[src/hdl/ppc_regs.svh]
// What this block does
// - Channel count zero: P-Channel; else Q-Channels.
// - Mode count 0-15; with Q-Channels ignored except by the interrupt-option checks.
// - Activity model picks ladder or independent decoding.
// - Ladder model needs one to eight modes.
// - Independent model needs 1, 3, 7 or 15.
// - Operating-done interrupt option needs modes present.
// - Power-done interrupt option needs modes present.
// - Lock option needs a dynamic low-power mode.
// - Device delay writes work only when enabled.
// - Entry delay writes work only when enabled.
// - Debug-recovery support only with P-Channel.
// - Dynamic off needs dynamic on.
// - Dynamic off-emulation needs on, static emulation, off.
// - Dynamic retention needs on, static; forced by default.
//
// Purpose: Register offsets, field positions, reset values and mode codes.
// Assumes: 32-bit AXI4-Lite register window, word aligned.
// Notes: Definitions only.
`ifndef PPC_REGS_SVH
`define PPC_REGS_SVH

// ----------------------------------------------------------------
// Register offsets
// ----------------------------------------------------------------
`define PPC_OFS_CONFIG 8'h00
`define PPC_OFS_PWR_POLICY 8'h04
`define PPC_OFS_OP_POLICY 8'h08
`define PPC_OFS_STATUS 8'h0c
`define PPC_OFS_INT_STATUS 8'h10
`define PPC_OFS_INT_MASK 8'h14
`define PPC_OFS_LOCK 8'h18
`define PPC_OFS_ACTIVITY 8'h1c
`define PPC_OFS_DEV_DELAY_A 8'h20
`define PPC_OFS_DEV_DELAY_B 8'h24
`define PPC_OFS_ENTRY_DELAY_A 8'h28
`define PPC_OFS_ENTRY_DELAY_B 8'h2c

// ----------------------------------------------------------------
// Field positions and widths
// ----------------------------------------------------------------
`define PPC_POLICY_W 4
`define PPC_DYN_EN_BIT 8
`define PPC_STAT_OP_LSB 4
`define PPC_STAT_LOCK_BIT 8
`define PPC_INT_OP_DONE 0
`define PPC_INT_PWR_DONE 1
`define PPC_INT_ACTIVITY 2
`define PPC_INT_W 3
`define PPC_ACT_LSB 16
`define PPC_QCHAN_MAX 8

// ----------------------------------------------------------------
// Power mode codes and reset values
// ----------------------------------------------------------------
`define PPC_MODE_OFF 4'h0
`define PPC_MODE_OFF_EMU 4'h1
`define PPC_MODE_MEM_RET 4'h2
`define PPC_MODE_MEM_RET_EMU 4'h3
`define PPC_MODE_DBG_RECOV 4'h6
`define PPC_MODE_ON 4'h8
`define PPC_RST_PWR_POLICY 4'h0
`define PPC_RST_DELAY 32'h0000_0000

// ----------------------------------------------------------------
// AXI responses
// ----------------------------------------------------------------
`define PPC_RESP_OKAY 2'h0
`define PPC_RESP_DECERR 2'h3

`endif

[src/hdl/ppc_pkg.sv]
// Purpose: Types shared by the power policy configuration block.
// Assumes: Constants come from ppc_regs.svh.
// Notes: Types only.
package ppc_pkg;

	typedef enum logic {
		ppc_ladder,
		ppc_independent
	} ppc_model_type;

	typedef struct packed {
		logic en;
		logic [1:0] idx;
		logic [31:0] data;
		logic [3:0] strb;
	} ppc_delay_wr_type;

	typedef struct packed {
		logic activity;
		logic pwr_done;
		logic op_done;
	} ppc_irq_type;

endpackage : ppc_pkg

[src/hdl/ppc_delay_bank.sv]
// Purpose: Device-control and entry delay registers.
// Assumes: Words 0-1 are device delays, words 2-3 entry delays.
// Notes: Writes to a locked-out pair are dropped silently.
`timescale 1ns/10ps
`include "ppc_regs.svh"
module ppc_delay_bank #(
	parameter logic SW_DEV_OPTION = 1'b0,
	parameter logic ENTRY_OPTION = 1'b0,
	parameter logic [127:0] DEFAULTS = {4{`PPC_RST_DELAY}}
) (
	input wire logic aclk,
	input wire logic aresetn,
	input wire ppc_pkg::ppc_delay_wr_type wr,
	output logic [3:0][31:0] words
);

	// ----------------------------------------------------------------
	// Word storage
	// ----------------------------------------------------------------
	genvar gi;
	generate
		for (gi = 0; gi < 4; gi = gi + 1) begin : g_word
			localparam logic ALLOWED = (gi < 2) ? SW_DEV_OPTION : ENTRY_OPTION;
			logic hit;
			logic [31:0] next_word;
			assign hit = wr.en && (wr.idx == 2'(gi)) && ALLOWED;
			genvar bi;
			for (bi = 0; bi < 4; bi = bi + 1) begin : g_byte
				assign next_word[bi*8 +: 8] = wr.strb[bi] ? wr.data[bi*8 +: 8] : words[gi][bi*8 +: 8];
			end
			always_ff @(posedge aclk) begin
				if (!aresetn) begin
					words[gi] <= DEFAULTS[gi*32 +: 32];
				end else if (hit) begin
					words[gi] <= next_word;
				end
			end
		end
	endgenerate

endmodule : ppc_delay_bank

[src/hdl/ppc_top.sv]
// Purpose: Power policy controller configuration and policy register layer.
// Assumes: Single clock; AXI4-Lite slave; activity inputs synchronous.
// Notes: Build options are checked at elaboration.
//
// Our own choices: the register offsets and the AXI4-Lite interface to the registers.
`timescale 1ns/10ps
`include "ppc_regs.svh"
module ppc_top #(
	parameter int unsigned DEVICE_CHANNEL_COUNT = 0,
	parameter int unsigned OPERATING_MODE_COUNT = 4,
	parameter logic OPERATING_ACTIVITY_MODEL = 1'b0,
	parameter logic OP_POLICY_DONE_IRQ_OPTION = 1'b1,
	parameter logic PWR_POLICY_DONE_IRQ_OPTION = 1'b1,
	parameter logic LOCK_OPTION = 1'b1,
	parameter logic SOFTWARE_DEVICE_DELAY_OPTION = 1'b1,
	parameter logic ENTRY_DELAY_OPTION = 1'b1,
	parameter logic STATIC_OFF_EMULATION_SUPPORT = 1'b1,
	parameter logic STATIC_MEMORY_RETENTION_SUPPORT = 1'b1,
	parameter logic STATIC_DEBUG_RECOVERY_SUPPORT = 1'b0,
	parameter logic DYNAMIC_ON_SUPPORT = 1'b1,
	parameter logic DYNAMIC_OFF_SUPPORT = 1'b1,
	parameter logic DYNAMIC_OFF_EMULATION_SUPPORT = 1'b0,
	parameter logic DYNAMIC_MEMORY_RETENTION_SUPPORT = 1'b1,
	parameter logic DYNAMIC_MEMRET_EMULATION_SUPPORT = 1'b0,
	parameter logic DEFAULT_DYNAMIC_POWER_ENABLE = 1'b0,
	parameter logic OFF_TO_MEMRET_TRANSITION_OPTION = 1'b0
) (
	input wire logic aclk,
	input wire logic aresetn,
	input wire logic [7:0] s_axi_awaddr,
	input wire logic s_axi_awvalid,
	output logic s_axi_awready,
	input wire logic [31:0] s_axi_wdata,
	input wire logic [3:0] s_axi_wstrb,
	input wire logic s_axi_wvalid,
	output logic s_axi_wready,
	output logic [1:0] s_axi_bresp,
	output logic s_axi_bvalid,
	input wire logic s_axi_bready,
	input wire logic [7:0] s_axi_araddr,
	input wire logic s_axi_arvalid,
	output logic s_axi_arready,
	output logic [31:0] s_axi_rdata,
	output logic [1:0] s_axi_rresp,
	output logic s_axi_rvalid,
	input wire logic s_axi_rready,
	input wire logic [31:0] pactive,
	output logic pchannel_en,
	output logic [7:0] qchannel_en,
	output logic [3:0] power_mode,
	output logic [3:0] operating_mode,
	output logic irq
);

	// ----------------------------------------------------------------
	// Elaboration checks
	// ----------------------------------------------------------------
	localparam bit HAS_OPMODES = (DEVICE_CHANNEL_COUNT == 0) && (OPERATING_MODE_COUNT != 0);
	generate
		if (DEVICE_CHANNEL_COUNT > 8) begin : g_bad_chan
			$error("device channel count out of range");
		end
		if (OPERATING_MODE_COUNT > 15) begin : g_bad_count
			$error("operating mode count out of range");
		end
		if (HAS_OPMODES && !OPERATING_ACTIVITY_MODEL && (OPERATING_MODE_COUNT > 8)) begin : g_bad_ld
			$error("ladder model needs one to eight modes");
		end
		if (HAS_OPMODES && OPERATING_ACTIVITY_MODEL &&
			!(OPERATING_MODE_COUNT inside {1, 3, 7, 15})) begin : g_bad_ind
			$error("independent model needs 1, 3, 7 or 15 modes");
		end
		if ((OPERATING_MODE_COUNT == 0) && OP_POLICY_DONE_IRQ_OPTION) begin : g_bad_opirq
			$error("operating done interrupt needs operating modes");
		end
		if ((OPERATING_MODE_COUNT == 0) && PWR_POLICY_DONE_IRQ_OPTION) begin : g_bad_pwirq
			$error("power done interrupt needs operating modes");
		end
		if (LOCK_OPTION && !(DYNAMIC_OFF_SUPPORT || DYNAMIC_OFF_EMULATION_SUPPORT ||
			DYNAMIC_MEMORY_RETENTION_SUPPORT || DYNAMIC_MEMRET_EMULATION_SUPPORT)) begin : g_bad_lock
			$error("lock needs a dynamic low-power mode");
		end
		if (STATIC_DEBUG_RECOVERY_SUPPORT && (DEVICE_CHANNEL_COUNT != 0)) begin : g_bad_dbg
			$error("debug recovery needs the P-Channel interface");
		end
		if (DYNAMIC_OFF_SUPPORT && !DYNAMIC_ON_SUPPORT) begin : g_bad_doff
			$error("dynamic off needs dynamic on");
		end
		if (DYNAMIC_OFF_EMULATION_SUPPORT && !(DYNAMIC_ON_SUPPORT &&
			STATIC_OFF_EMULATION_SUPPORT && DYNAMIC_OFF_SUPPORT)) begin : g_bad_demu
			$error("dynamic off emulation prerequisites missing");
		end
		if (DYNAMIC_MEMORY_RETENTION_SUPPORT &&
			!(DYNAMIC_ON_SUPPORT && STATIC_MEMORY_RETENTION_SUPPORT)) begin : g_bad_dret
			$error("dynamic retention prerequisites missing");
		end
		if (!DYNAMIC_MEMORY_RETENTION_SUPPORT && DEFAULT_DYNAMIC_POWER_ENABLE &&
			OFF_TO_MEMRET_TRANSITION_OPTION) begin : g_need_dret
			$error("dynamic retention required by default settings");
		end
	endgenerate

	// ----------------------------------------------------------------
	// Helpers
	// ----------------------------------------------------------------
	localparam logic [3:0] OP_COUNT = 4'(OPERATING_MODE_COUNT);
	localparam logic [3:0] CHAN_COUNT = 4'(DEVICE_CHANNEL_COUNT);

	function automatic logic [3:0] reg_index(input logic [7:0] addr);
		reg_index = addr[5:2];
	endfunction : reg_index

	function automatic logic mapped(input logic [7:0] addr);
		mapped = (addr[7:6] == 2'h0) && (addr[5:2] <= `PPC_OFS_ENTRY_DELAY_B >> 2);
	endfunction : mapped

	function automatic logic [31:0] merge(input logic [31:0] old, input logic [31:0] data,
		input logic [3:0] strb);
		for (int i = 0; i < 4; i++) begin
			merge[i*8 +: 8] = strb[i] ? data[i*8 +: 8] : old[i*8 +: 8];
		end
	endfunction : merge

	function automatic logic mode_supported(input logic [3:0] mode);
		unique case (mode)
			`PPC_MODE_OFF: mode_supported = 1'b1;
			`PPC_MODE_ON: mode_supported = 1'b1;
			`PPC_MODE_OFF_EMU: mode_supported = STATIC_OFF_EMULATION_SUPPORT;
			`PPC_MODE_MEM_RET: mode_supported = STATIC_MEMORY_RETENTION_SUPPORT;
			`PPC_MODE_DBG_RECOV: mode_supported = STATIC_DEBUG_RECOVERY_SUPPORT;
			default: mode_supported = 1'b0;
		endcase
	endfunction : mode_supported

	// ----------------------------------------------------------------
	// Activity decoding
	// ----------------------------------------------------------------
	logic [15:0] act_hi;
	logic [3:0] ladder_mode;
	logic [3:0] indep_mode;
	logic [3:0] next_act_mode;
	assign act_hi = pactive[31:`PPC_ACT_LSB];

	always_comb begin
		ladder_mode = 4'h0;
		for (int i = 0; i < 8; i++) begin
			if (act_hi[i] && (4'(i) < OP_COUNT)) begin
				ladder_mode = 4'(i + 1);
			end
		end
	end

	assign indep_mode = act_hi[3:0] & OP_COUNT;
	assign next_act_mode = !HAS_OPMODES ? 4'h0 :
		(ppc_pkg::ppc_model_type'(OPERATING_ACTIVITY_MODEL) == ppc_pkg::ppc_ladder) ?
		ladder_mode : indep_mode;

	// ----------------------------------------------------------------
	// AXI4-Lite slave
	// ----------------------------------------------------------------
	logic [7:0] aw_addr;
	logic aw_full;
	logic [31:0] w_data;
	logic [3:0] w_strb;
	logic w_full;
	logic do_write;
	logic do_read;
	logic [3:0] wr_idx;
	logic [3:0] rd_idx;
	assign do_write = aw_full && w_full && !s_axi_bvalid;
	assign do_read = s_axi_arvalid && s_axi_arready;
	assign wr_idx = reg_index(aw_addr);
	assign rd_idx = reg_index(s_axi_araddr);

	always_ff @(posedge aclk) begin
		if (!aresetn) begin
			s_axi_awready <= 1'b1;
			s_axi_wready <= 1'b1;
			aw_full <= 1'b0;
			w_full <= 1'b0;
			aw_addr <= 8'h00;
			w_data <= 32'h0000_0000;
			w_strb <= 4'h0;
			s_axi_bvalid <= 1'b0;
			s_axi_bresp <= `PPC_RESP_OKAY;
		end else begin
			if (s_axi_awvalid && s_axi_awready) begin
				aw_addr <= s_axi_awaddr;
				aw_full <= 1'b1;
				s_axi_awready <= 1'b0;
			end
			if (s_axi_wvalid && s_axi_wready) begin
				w_data <= s_axi_wdata;
				w_strb <= s_axi_wstrb;
				w_full <= 1'b1;
				s_axi_wready <= 1'b0;
			end
			if (do_write) begin
				aw_full <= 1'b0;
				w_full <= 1'b0;
				s_axi_bvalid <= 1'b1;
				s_axi_bresp <= mapped(aw_addr) ? `PPC_RESP_OKAY : `PPC_RESP_DECERR;
			end
			if (s_axi_bvalid && s_axi_bready) begin
				s_axi_bvalid <= 1'b0;
				s_axi_awready <= 1'b1;
				s_axi_wready <= 1'b1;
			end
		end
	end

	// ----------------------------------------------------------------
	// Policy, lock and interrupt registers
	// ----------------------------------------------------------------
	logic [3:0] pwr_policy;
	logic dyn_en;
	logic [3:0] op_policy;
	logic locked;
	logic [2:0] int_status;
	logic [2:0] int_mask;
	logic [3:0] act_mode;
	logic [31:0] wr_merged;
	logic [31:0] rd_old;
	logic pwr_wr_ok;
	logic op_wr_ok;
	ppc_pkg::ppc_irq_type events;
	logic [2:0] next_int_status;

	assign pwr_wr_ok = do_write && (wr_idx == (`PPC_OFS_PWR_POLICY >> 2)) && !locked &&
		mode_supported(wr_merged[3:0]);
	assign op_wr_ok = do_write && (wr_idx == (`PPC_OFS_OP_POLICY >> 2)) && HAS_OPMODES;
	assign wr_merged = merge(rd_old, w_data, w_strb);
	assign events.op_done = OP_POLICY_DONE_IRQ_OPTION && (operating_mode != op_policy);
	assign events.pwr_done = PWR_POLICY_DONE_IRQ_OPTION && (power_mode != pwr_policy);
	assign events.activity = act_mode != next_act_mode;
	assign next_int_status = (do_write && (wr_idx == (`PPC_OFS_INT_STATUS >> 2)) ?
		(int_status & ~wr_merged[2:0]) : int_status) | events;

	always_comb begin
		unique case (wr_idx)
			4'(`PPC_OFS_PWR_POLICY >> 2): rd_old = {23'h0, dyn_en, 4'h0, pwr_policy};
			4'(`PPC_OFS_OP_POLICY >> 2): rd_old = {28'h0, op_policy};
			4'(`PPC_OFS_INT_MASK >> 2): rd_old = {29'h0, int_mask};
			4'(`PPC_OFS_LOCK >> 2): rd_old = {31'h0, locked};
			default: rd_old = 32'h0000_0000;
		endcase
	end

	always_ff @(posedge aclk) begin
		if (!aresetn) begin
			pwr_policy <= `PPC_RST_PWR_POLICY;
			dyn_en <= DEFAULT_DYNAMIC_POWER_ENABLE & DYNAMIC_ON_SUPPORT;
			op_policy <= 4'h0;
			locked <= 1'b0;
			int_mask <= 3'h0;
			int_status <= 3'h0;
			act_mode <= 4'h0;
			power_mode <= `PPC_RST_PWR_POLICY;
			operating_mode <= 4'h0;
			irq <= 1'b0;
			pchannel_en <= 1'b0;
			qchannel_en <= 8'h00;
		end else begin
			if (pwr_wr_ok) begin
				pwr_policy <= wr_merged[3:0];
				dyn_en <= wr_merged[`PPC_DYN_EN_BIT] & DYNAMIC_ON_SUPPORT;
			end
			if (op_wr_ok) begin
				op_policy <= (wr_merged[3:0] > OP_COUNT) ? OP_COUNT : wr_merged[3:0];
			end
			if (do_write && (wr_idx == (`PPC_OFS_LOCK >> 2))) begin
				locked <= wr_merged[0] & LOCK_OPTION;
			end
			if (do_write && (wr_idx == (`PPC_OFS_INT_MASK >> 2))) begin
				int_mask <= wr_merged[2:0];
			end
			int_status <= next_int_status;
			act_mode <= next_act_mode;
			power_mode <= pwr_policy;
			operating_mode <= op_policy;
			irq <= |(next_int_status & int_mask);
			pchannel_en <= (CHAN_COUNT == 4'h0);
			for (int i = 0; i < `PPC_QCHAN_MAX; i++) begin
				qchannel_en[i] <= (4'(i) < CHAN_COUNT);
			end
		end
	end

	// ----------------------------------------------------------------
	// Delay registers
	// ----------------------------------------------------------------
	ppc_pkg::ppc_delay_wr_type delay_wr;
	logic [3:0][31:0] delay_words;
	assign delay_wr.en = do_write && (wr_idx >= (`PPC_OFS_DEV_DELAY_A >> 2)) && mapped(aw_addr);
	assign delay_wr.idx = wr_idx[1:0];
	assign delay_wr.data = w_data;
	assign delay_wr.strb = w_strb;

	ppc_delay_bank #(
		.SW_DEV_OPTION(SOFTWARE_DEVICE_DELAY_OPTION),
		.ENTRY_OPTION(ENTRY_DELAY_OPTION)
	) u_delay (
		.aclk(aclk),
		.aresetn(aresetn),
		.wr(delay_wr),
		.words(delay_words)
	);

	// ----------------------------------------------------------------
	// Read path
	// ----------------------------------------------------------------
	logic [31:0] config_word;
	logic [31:0] rd_word;
	assign config_word = {12'h0, DYNAMIC_MEMORY_RETENTION_SUPPORT, DYNAMIC_OFF_SUPPORT,
		DYNAMIC_ON_SUPPORT, ENTRY_DELAY_OPTION, SOFTWARE_DEVICE_DELAY_OPTION, LOCK_OPTION,
		PWR_POLICY_DONE_IRQ_OPTION, OP_POLICY_DONE_IRQ_OPTION, 3'h0,
		OPERATING_ACTIVITY_MODEL, OP_COUNT, CHAN_COUNT};

	always_comb begin
		unique case (rd_idx)
			4'(`PPC_OFS_CONFIG >> 2): rd_word = config_word;
			4'(`PPC_OFS_PWR_POLICY >> 2): rd_word = {23'h0, dyn_en, 4'h0, pwr_policy};
			4'(`PPC_OFS_OP_POLICY >> 2): rd_word = {28'h0, op_policy};
			4'(`PPC_OFS_STATUS >> 2): rd_word = {23'h0, locked, operating_mode, power_mode};
			4'(`PPC_OFS_INT_STATUS >> 2): rd_word = {29'h0, int_status};
			4'(`PPC_OFS_INT_MASK >> 2): rd_word = {29'h0, int_mask};
			4'(`PPC_OFS_LOCK >> 2): rd_word = {31'h0, locked};
			4'(`PPC_OFS_ACTIVITY >> 2): rd_word = {28'h0, act_mode};
			4'(`PPC_OFS_DEV_DELAY_A >> 2): rd_word = delay_words[0];
			4'(`PPC_OFS_DEV_DELAY_B >> 2): rd_word = delay_words[1];
			4'(`PPC_OFS_ENTRY_DELAY_A >> 2): rd_word = delay_words[2];
			4'(`PPC_OFS_ENTRY_DELAY_B >> 2): rd_word = delay_words[3];
			default: rd_word = 32'h0000_0000;
		endcase
	end

	always_ff @(posedge aclk) begin
		if (!aresetn) begin
			s_axi_arready <= 1'b1;
			s_axi_rvalid <= 1'b0;
			s_axi_rdata <= 32'h0000_0000;
			s_axi_rresp <= `PPC_RESP_OKAY;
		end else if (do_read) begin
			s_axi_arready <= 1'b0;
			s_axi_rvalid <= 1'b1;
			s_axi_rdata <= mapped(s_axi_araddr) ? rd_word : 32'h0000_0000;
			s_axi_rresp <= mapped(s_axi_araddr) ? `PPC_RESP_OKAY : `PPC_RESP_DECERR;
		end else if (s_axi_rvalid && s_axi_rready) begin
			s_axi_rvalid <= 1'b0;
			s_axi_arready <= 1'b1;
		end
	end

endmodule : ppc_top

[config.mk]
export PLATFORM = sky130hd
export DESIGN_NAME = ppc_top
export DESIGN_NICKNAME = d
export VERILOG_FILES = /design/src/hdl/ppc_pkg.sv /design/src/hdl/ppc_delay_bank.sv /design/src/hdl/ppc_top.sv
export VERILOG_INCLUDE_DIRS = /design/src /design/src/hdl
export SDC_FILE = /design/constraint.sdc
export NUM_CORES = 1
export LEC_CHECK = 0
export ABC_AREA = 1
export BUFFER_PORTS_ARGS = -buffer_cell sky130_fd_sc_hd__buf_2
export CAP_MARGIN = 5
export CORE_MARGIN = 2
export CORE_UTILIZATION = 50
export DETAILED_ROUTE_END_ITERATION = 6
export HOLD_SLACK_MARGIN = 0.03
export PLACE_DENSITY = 0.78
export SLEW_MARGIN = 20
export SYNTH_ARGS = -nofsm -noshare
export SYNTH_HDL_FRONTEND = slang
export SYNTH_SLANG_ARGS = --single-unit
export TNS_END_PERCENT = 30
[constraint.sdc]
create_clock -name aclk -period 1.9 [get_ports aclk]
set_clock_uncertainty 0.2 [all_clocks]
set_input_delay 0.19 -clock aclk [delete_from_list [all_inputs] [get_ports aclk]]
set_output_delay 0.19 -clock aclk [all_outputs]
set_load 0.01 [all_outputs]
# After elaboration in Yosys (flattened, before gate mapping)
# Index checks and enable logic that the tools add are counted.
# W data, S select, Z words.
dict set report totals {
  register_bits 245
  inputBits 91
  elab_cells 145
}
dict set report classes {
  order_cmp 4
  n_eq_ne 26
  mux 19
  n_bitwise 5
  reduce_logical 51
}
# cell count
set ops {}
lappend ops {{$pmux W32 S12} 1}
lappend ops {{$pmux W9 S4} 1}
lappend ops {{$reduce_and A2 Y1} 17}
lappend ops {{$mux W32} 1}
lappend ops {{$eq A4 B3 Y1 const B} 7}
lappend ops {{$logic_and A1 B1 Y1} 22}
lappend ops {{$eq A4 B4 Y1 const B} 5}
lappend ops {{$eq A4 B2 Y1 const B} 4}
lappend ops {{$eq A4 B1 Y1 const B} 3}
lappend ops {{$le A4 B4 Y1 const B} 2}
lappend ops {{$logic_not A4 Y1} 2}
lappend ops {{$mux W1} 8}
lappend ops {{$mux W2} 4}
lappend ops {{$mux W4} 2}
lappend ops {{$ne A4 B4 Y1} 2}
lappend ops {{$and A3 B3 Y3} 2}
lappend ops {{$logic_not A2 Y1} 3}
lappend ops {{$mux W3} 2}
lappend ops {{$eq A2 B2 Y1 const B} 2}
lappend ops {{$ge A4 B4 Y1 const B} 1}
lappend ops {{$gt A4 B3 Y1 const B} 1}
lappend ops {{$ne A4 B3 Y1} 1}
lappend ops {{$reduce_or A2 Y1} 2}
lappend ops {{$reduce_or A4 Y1} 1}
lappend ops {{8 further kinds} 9}

# Depth between registers and ports, before layout
dict set report logic_depth {
  word_depth 9
  depth_mapped 14
  depth_no_buf 14
}

# Cells and area by module
# Synthesis repeated with hierarchy kept, for this count alone.
dict set report hier_totals {
  cells_unflattened 1648
  hier_area_um2 11159.5
}
# mod n_inst cells_per_inst area_each_um2
set modules_own_cells {}
lappend modules_own_cells {ppc_delay_bank 1 869 5760.5}
lappend modules_own_cells {ppc_top 1 779 5398.9}

# Worst setup path after synthesis
# No wires, ideal clock.
dict set report synth_timing {
  path_kind {flip-flop to flip-flop}
  from {register s_axi_bvalid}
  to {register u_delay.words[76] (netlist name)}
  setup_ns 0.119
  arrival_ns 1.430
  t_required_ns 1.581
  setup_slack_ns 0.151
  path_stages_with_launch 10
  path_buffers 1
  cell_sequence {dfxtp_1 > inv_1 > nand3_2 > nor3_2 > nand2_1 > nor2_1 > inv_1 > buf_4 > o21ai_0 > a21oi_1}
}
dict set report synth_between {
  elab_chain_cells 6
}
# item line_no
set synth_rtl {}
lappend synth_rtl {{from (decl)} ppc_top.sv:38} ;# output logic s_axi_bvalid,
lappend synth_rtl {{from (signal assigned)} ppc_top.sv:184} ;# s_axi_bvalid <= 1'b0;
lappend synth_rtl {{from (signal assigned)} ppc_top.sv:201} ;# s_axi_bvalid <= 1'b1;
lappend synth_rtl {{from (signal assigned)} ppc_top.sv:205} ;# s_axi_bvalid <= 1'b0;
lappend synth_rtl {{$logic_not A1 Y1} ppc_top.sv:170} ;# assign do_write = aw_full && w_full && !s_axi_bvalid;
lappend synth_rtl {{$logic_and A1 B1 Y1} ppc_top.sv:170}
lappend synth_rtl {{$logic_and A1 B1 Y1 (2 in series)} ppc_top.sv:294} ;# assign delay_wr.en = do_write && (wr_idx >= (`PPC_OFS_DEV_DELAY_A >> 2)) && mapped(aw_addr);
lappend synth_rtl {{$logic_and A1 B1 Y1} ppc_delay_bank.sv:26} ;# assign hit = wr.en && (wr.idx == 2'(gi)) && ALLOWED;
lappend synth_rtl {{$reduce_and A2 Y1 (no line)} -}
lappend synth_rtl {{to (signal, indexed assignment)} ppc_delay_bank.sv:33} ;# words[gi] <= DEFAULTS[gi*32 +: 32];
lappend synth_rtl {{to (signal, indexed assignment)} ppc_delay_bank.sv:35} ;# words[gi] <= next_word;
lappend synth_rtl {{to (decl)} ppc_delay_bank.sv:14} ;# output logic [3:0][31:0] words
# No other way between the ends.
# A chain may end at the register's enable or synchronous reset.

# Final worst setup path
dict set report layout_timing {
  from {register aw_addr[5]}
  to {register u_delay.words[118] (netlist name)}
}
dict set report layout_between {
  elab_chain_cells 5
  word_cells_on_any_way 7
}
# item line_no
set layout_rtl {}
lappend layout_rtl {{from (decl)} ppc_top.sv:161} ;# logic [7:0] aw_addr;
lappend layout_rtl {{from (signal assigned)} ppc_top.sv:188} ;# aw_addr <= s_axi_awaddr;
lappend layout_rtl {{$ge A4 B4 Y1 or $le A4 B4 Y1 (tied branches)} {ppc_top.sv:294, ppc_top.sv:114}}
lappend layout_rtl {{$logic_and A1 B1 Y1, on equally long branches} {ppc_top.sv:294, ppc_top.sv:114}}
lappend layout_rtl {{$logic_and A1 B1 Y1 *} ppc_top.sv:294}
lappend layout_rtl {{$logic_and A1 B1 Y1 *} ppc_delay_bank.sv:26}
lappend layout_rtl {{$reduce_and A2 Y1 (no line) *} -}
# Every way passes the cells marked *; elsewhere a longest branch is shown, timed or not.

==> run metrics <==
RSZ-0062 raised after global routing yes; H-tree levels 1; Final Slew Violations 0; final-stage net count 1573; pin count of the biggest net entering global routing 97; violations in the final reports setup timing; relative contribution of sequential cells to total power 0.481; number of sinks handled by clock tree synthesis 240; worst hold margin 0.0425 ns; number of different library cells in the post-synthesis netlist 44; final critical delay including setup and external delays 1.97 ns; CP endpoint kind flop; gate count after technology mapping 1275; Std-Cell Rows 51; proportion of netlist area held by the largest area contributor 0.493; root cell of the clock tree clkbuf_16; maximum clock insertion buffer count 3; Num CTS Buffers 24; cell taking the most area after synthesis dfxtp_1; placer's final routability congestion estimate 0.916; most common cell in the netlist dfxtp_1; part of the power in combinational logic 0.082; total count of hold-check failures in the final report 0; standard cell core area 0.0193 mm2; effective utilization at floorplan 0.506; Boundary Pins 150; number of global-route vias before repair 8547; maximum resistive drop on vdd 0.858 mV; Critical Path Start Type flop; clock-pin slew of the registers on the worst-case setup and hold paths 0.06 ns; cell-internal power 8.30 mW; commonest register cell after synthesis dfxtp_1; post-detailed-route DRC marker count 0; worst-skew pair later-pin latency 0.53 ns; area of the die 0.0206 mm2; vertical die dimension 144 um; Initial DRT Pass Iterations 5; Seq/Total Area, Yosys 0.493; number of nets with antenna violations after detailed routing 0; Total Wirelength 27.7 mm; global-route wire length before repair 42.3 mm; Switch Pwr 2.59 mW; synthesis-stage register bit count 240; power share of the clock group 0.437; largest fanout of any net on the critical path 5; total global routing overflow 0; number of flops mapped to enable cells by yosys 0; Switching Share 0.238; clock tree from TritonCTS done; Crit Path Category flop to flop; DR vias/cell 5.32; CP Data Arrival Time 2.22 ns; total power divided by cell area 859 mW/mm2; top achievable clock speed 0.508 GHz; share of flip-flops with an asynchronous set or reset after synthesis 0; number of antenna violations at the first check in global routing 0; number of buffers added on ports 109; leading cell types by total area after synthesis dfxtp_1 (49%), o21ai_0 (11%), a21oi_1 (10%); actual transition at the worst max-transition pin 0.486 ns; worst rel slew slack 0.672; WP data required 2.15 ns; result of the run finished, violations left; class of the worst hold path primary input to flop; total power after layout 10.9 mW; final setup vio count 7; die span in x 144 um; diode count 0; post-synthesis area per instance 7.64 um2; post-detail-place hpwl 17.2 mm; smallest setup slack after layout -0.0686 ns; warnings from Yosys 0; post-DR wirelength/cell 15.7 um; static leakage power 5.10 nW; # Max-Cap Violations 0; share of layout cells above drive strength 1 0.200; period utilization 1.04; detailed-route via count 9378; most used standard cells in the synthesized netlist dfxtp_1 (240), o21ai_0 (213), a21oi_1 (204); violation count after the first detailed-routing iteration 736; Area Growth Syn to Fin 30.1%; total global-route track usage 0.254; worst setup slack after placement -0.0622 ns; post-synth design cell area 0.00974 mm2
-- flip-flops by register name, summed over array words and instances (netlist names), 3 cells and up --
register,count
u_delay.words,128
s_axi_rdata,32
w_data,32
aw_addr,6
op_policy,4
operating_mode,4
power_mode,4
pwr_policy,4
w_strb,4
act_mode,3
int_mask,3
int_status,3
-- critical path: stages (launching register included) --
cell        delay, ns
dfxtp_4          0.36
inv_6            0.08
o211ai_4         0.09
nor3_4           0.27
nand3_2          0.11
buf_6            0.14
nor2_4           0.17
clkinvlp_4       0.17
buf_6            0.16
a21oi_1          0.14
-- logic make-up (layout without fill, tap and decap cells) --
kind of cell / count (synthesis) / in the layout / synth area share
flip-flops: 240 / 240 / 0.493
AO/OA/AOI/OAI: 485 / 485 / 0.267
AND/OR/NAND/NOR: 273 / 273 / 0.118
other: 1 / 8 / 0.000385
XOR/XNOR: 8 / 8 / 0.00719
buffers and inverters: 268 / 484 / 0.114
-- per-stage QoR --
| step | cells | setup TNS, ns | instance area, um2 | util |
|---|---|---|---|---|
| after floorplan | 1282 | 0 | 9770 | - |
| after detailed placement | 1636 | -1.71 | 10800 | 0.562 |
| after CTS | 1746 | -0.145 | 12300 | 0.640 |
| final | 1763 | -0.305 | 12700 | 0.658 |
| after global placement | 1636 | -0.287 | 10800 | 0.562 |
| after global routing | 1763 | -2.52 | 12700 | 0.658 |
-- power groups by stage --
stage          Clock [mW]  Combinational, mW  Sequential (mW)
4_1_cts              4.80              0.813             5.23
3_5_place_dp            0              0.687             5.34
2_1_floorplan           0              0.406             5.32
5_1_grt              5.00              0.975             5.25
6_report             4.76              0.896             5.24
3_3_place_gp            0              0.674             5.33
-- cells in the final DEF, fill, tap and decap left out, drive strengths merged --
cell / netlist / routed
dlygate4sd3: 0 / 67
o211ai: 3 / 3
nand4: 3 / 3
o2111a: 1 / 1
o21ai: 218 / 218
clkbuf: 41 / 33
nand2: 169 / 169
clkinvlp: 0 / 3
a21oi: 205 / 205
nand3: 26 / 26
o2111ai: 9 / 9
nor4: 1 / 1
dfxtp: 240 / 240
o211a: 1 / 1
o221ai: 3 / 3
or2: 1 / 1
a211oi: 13 / 13
nor3: 6 / 6
o31ai: 2 / 2
xnor2: 2 / 2
buf: 34 / 180
bufinv: 0 / 2
xor2: 6 / 6
clkinv: 2 / 7
and2: 1 / 1
a2111oi: 1 / 1
a31oi: 2 / 2
nor2: 66 / 66
a21boi: 1 / 1
inv: 191 / 192
o32ai: 1 / 1
o22ai: 24 / 24
o2bb2ai: 1 / 1
conb: 1 / 8
-- final timing paths --
kind / slack [ns] / cells after the start / end / from
worst max-delay path: -0.07 / 9 / u_delay.words[118] / aw_addr[5]
worst min-delay path: 0.04 / 5 / s_axi_rdata[0] / s_axi_araddr[5]
worst max register to register: -0.07 / 9 / u_delay.words[118] / aw_addr[5]
worst min register to register: 0.25 / 2 / u_delay.words[57] / u_delay.words[57]
-- area by class of cell --
type / count / area [um2]
Clock buffer: 33 / 684
Clock inverter: 9 / 109
Fill cell: 1634 / 6590
Inverter: 193 / 742
Multi-Input combinational cell: 774 / 4060
Sequential cell: 240 / 4820
Tap cell: 265 / 332
Timing Repair Buffer: 247 / 1930
Timing Repair inverter: 2 / 15.0
-- layer usage --
metal | wire (um) | part of all wire | GRT usage | vias to the layer above
met4 | 719 | 0.026 | 0.0826 | 0
met3 | 2050 | 0.074 | 0.0410 | 61
met1 | 12000 | 0.43 | 0.343 | 4321
met2 | 13000 | 0.47 | 0.419 | 369
li1 | - | - | - | 4627
met5 | 0 | 0 | 0 | -
-- timing repair --
| action | CTS | global route |
|---|---|---|
| cloned | 0 | 3 |
| hold endpoints to repair | 87 | 0 |
| hold buffers | 67 | 0 |
| endpoints found under the setup margin | 90 | 129 |
| setup buffers | 1 | 14 |
| pin swaps | 0 | 20 |
| gates resized for setup | 22 | 83 |
Note: power is estimated with default switching activity, not from simulation.
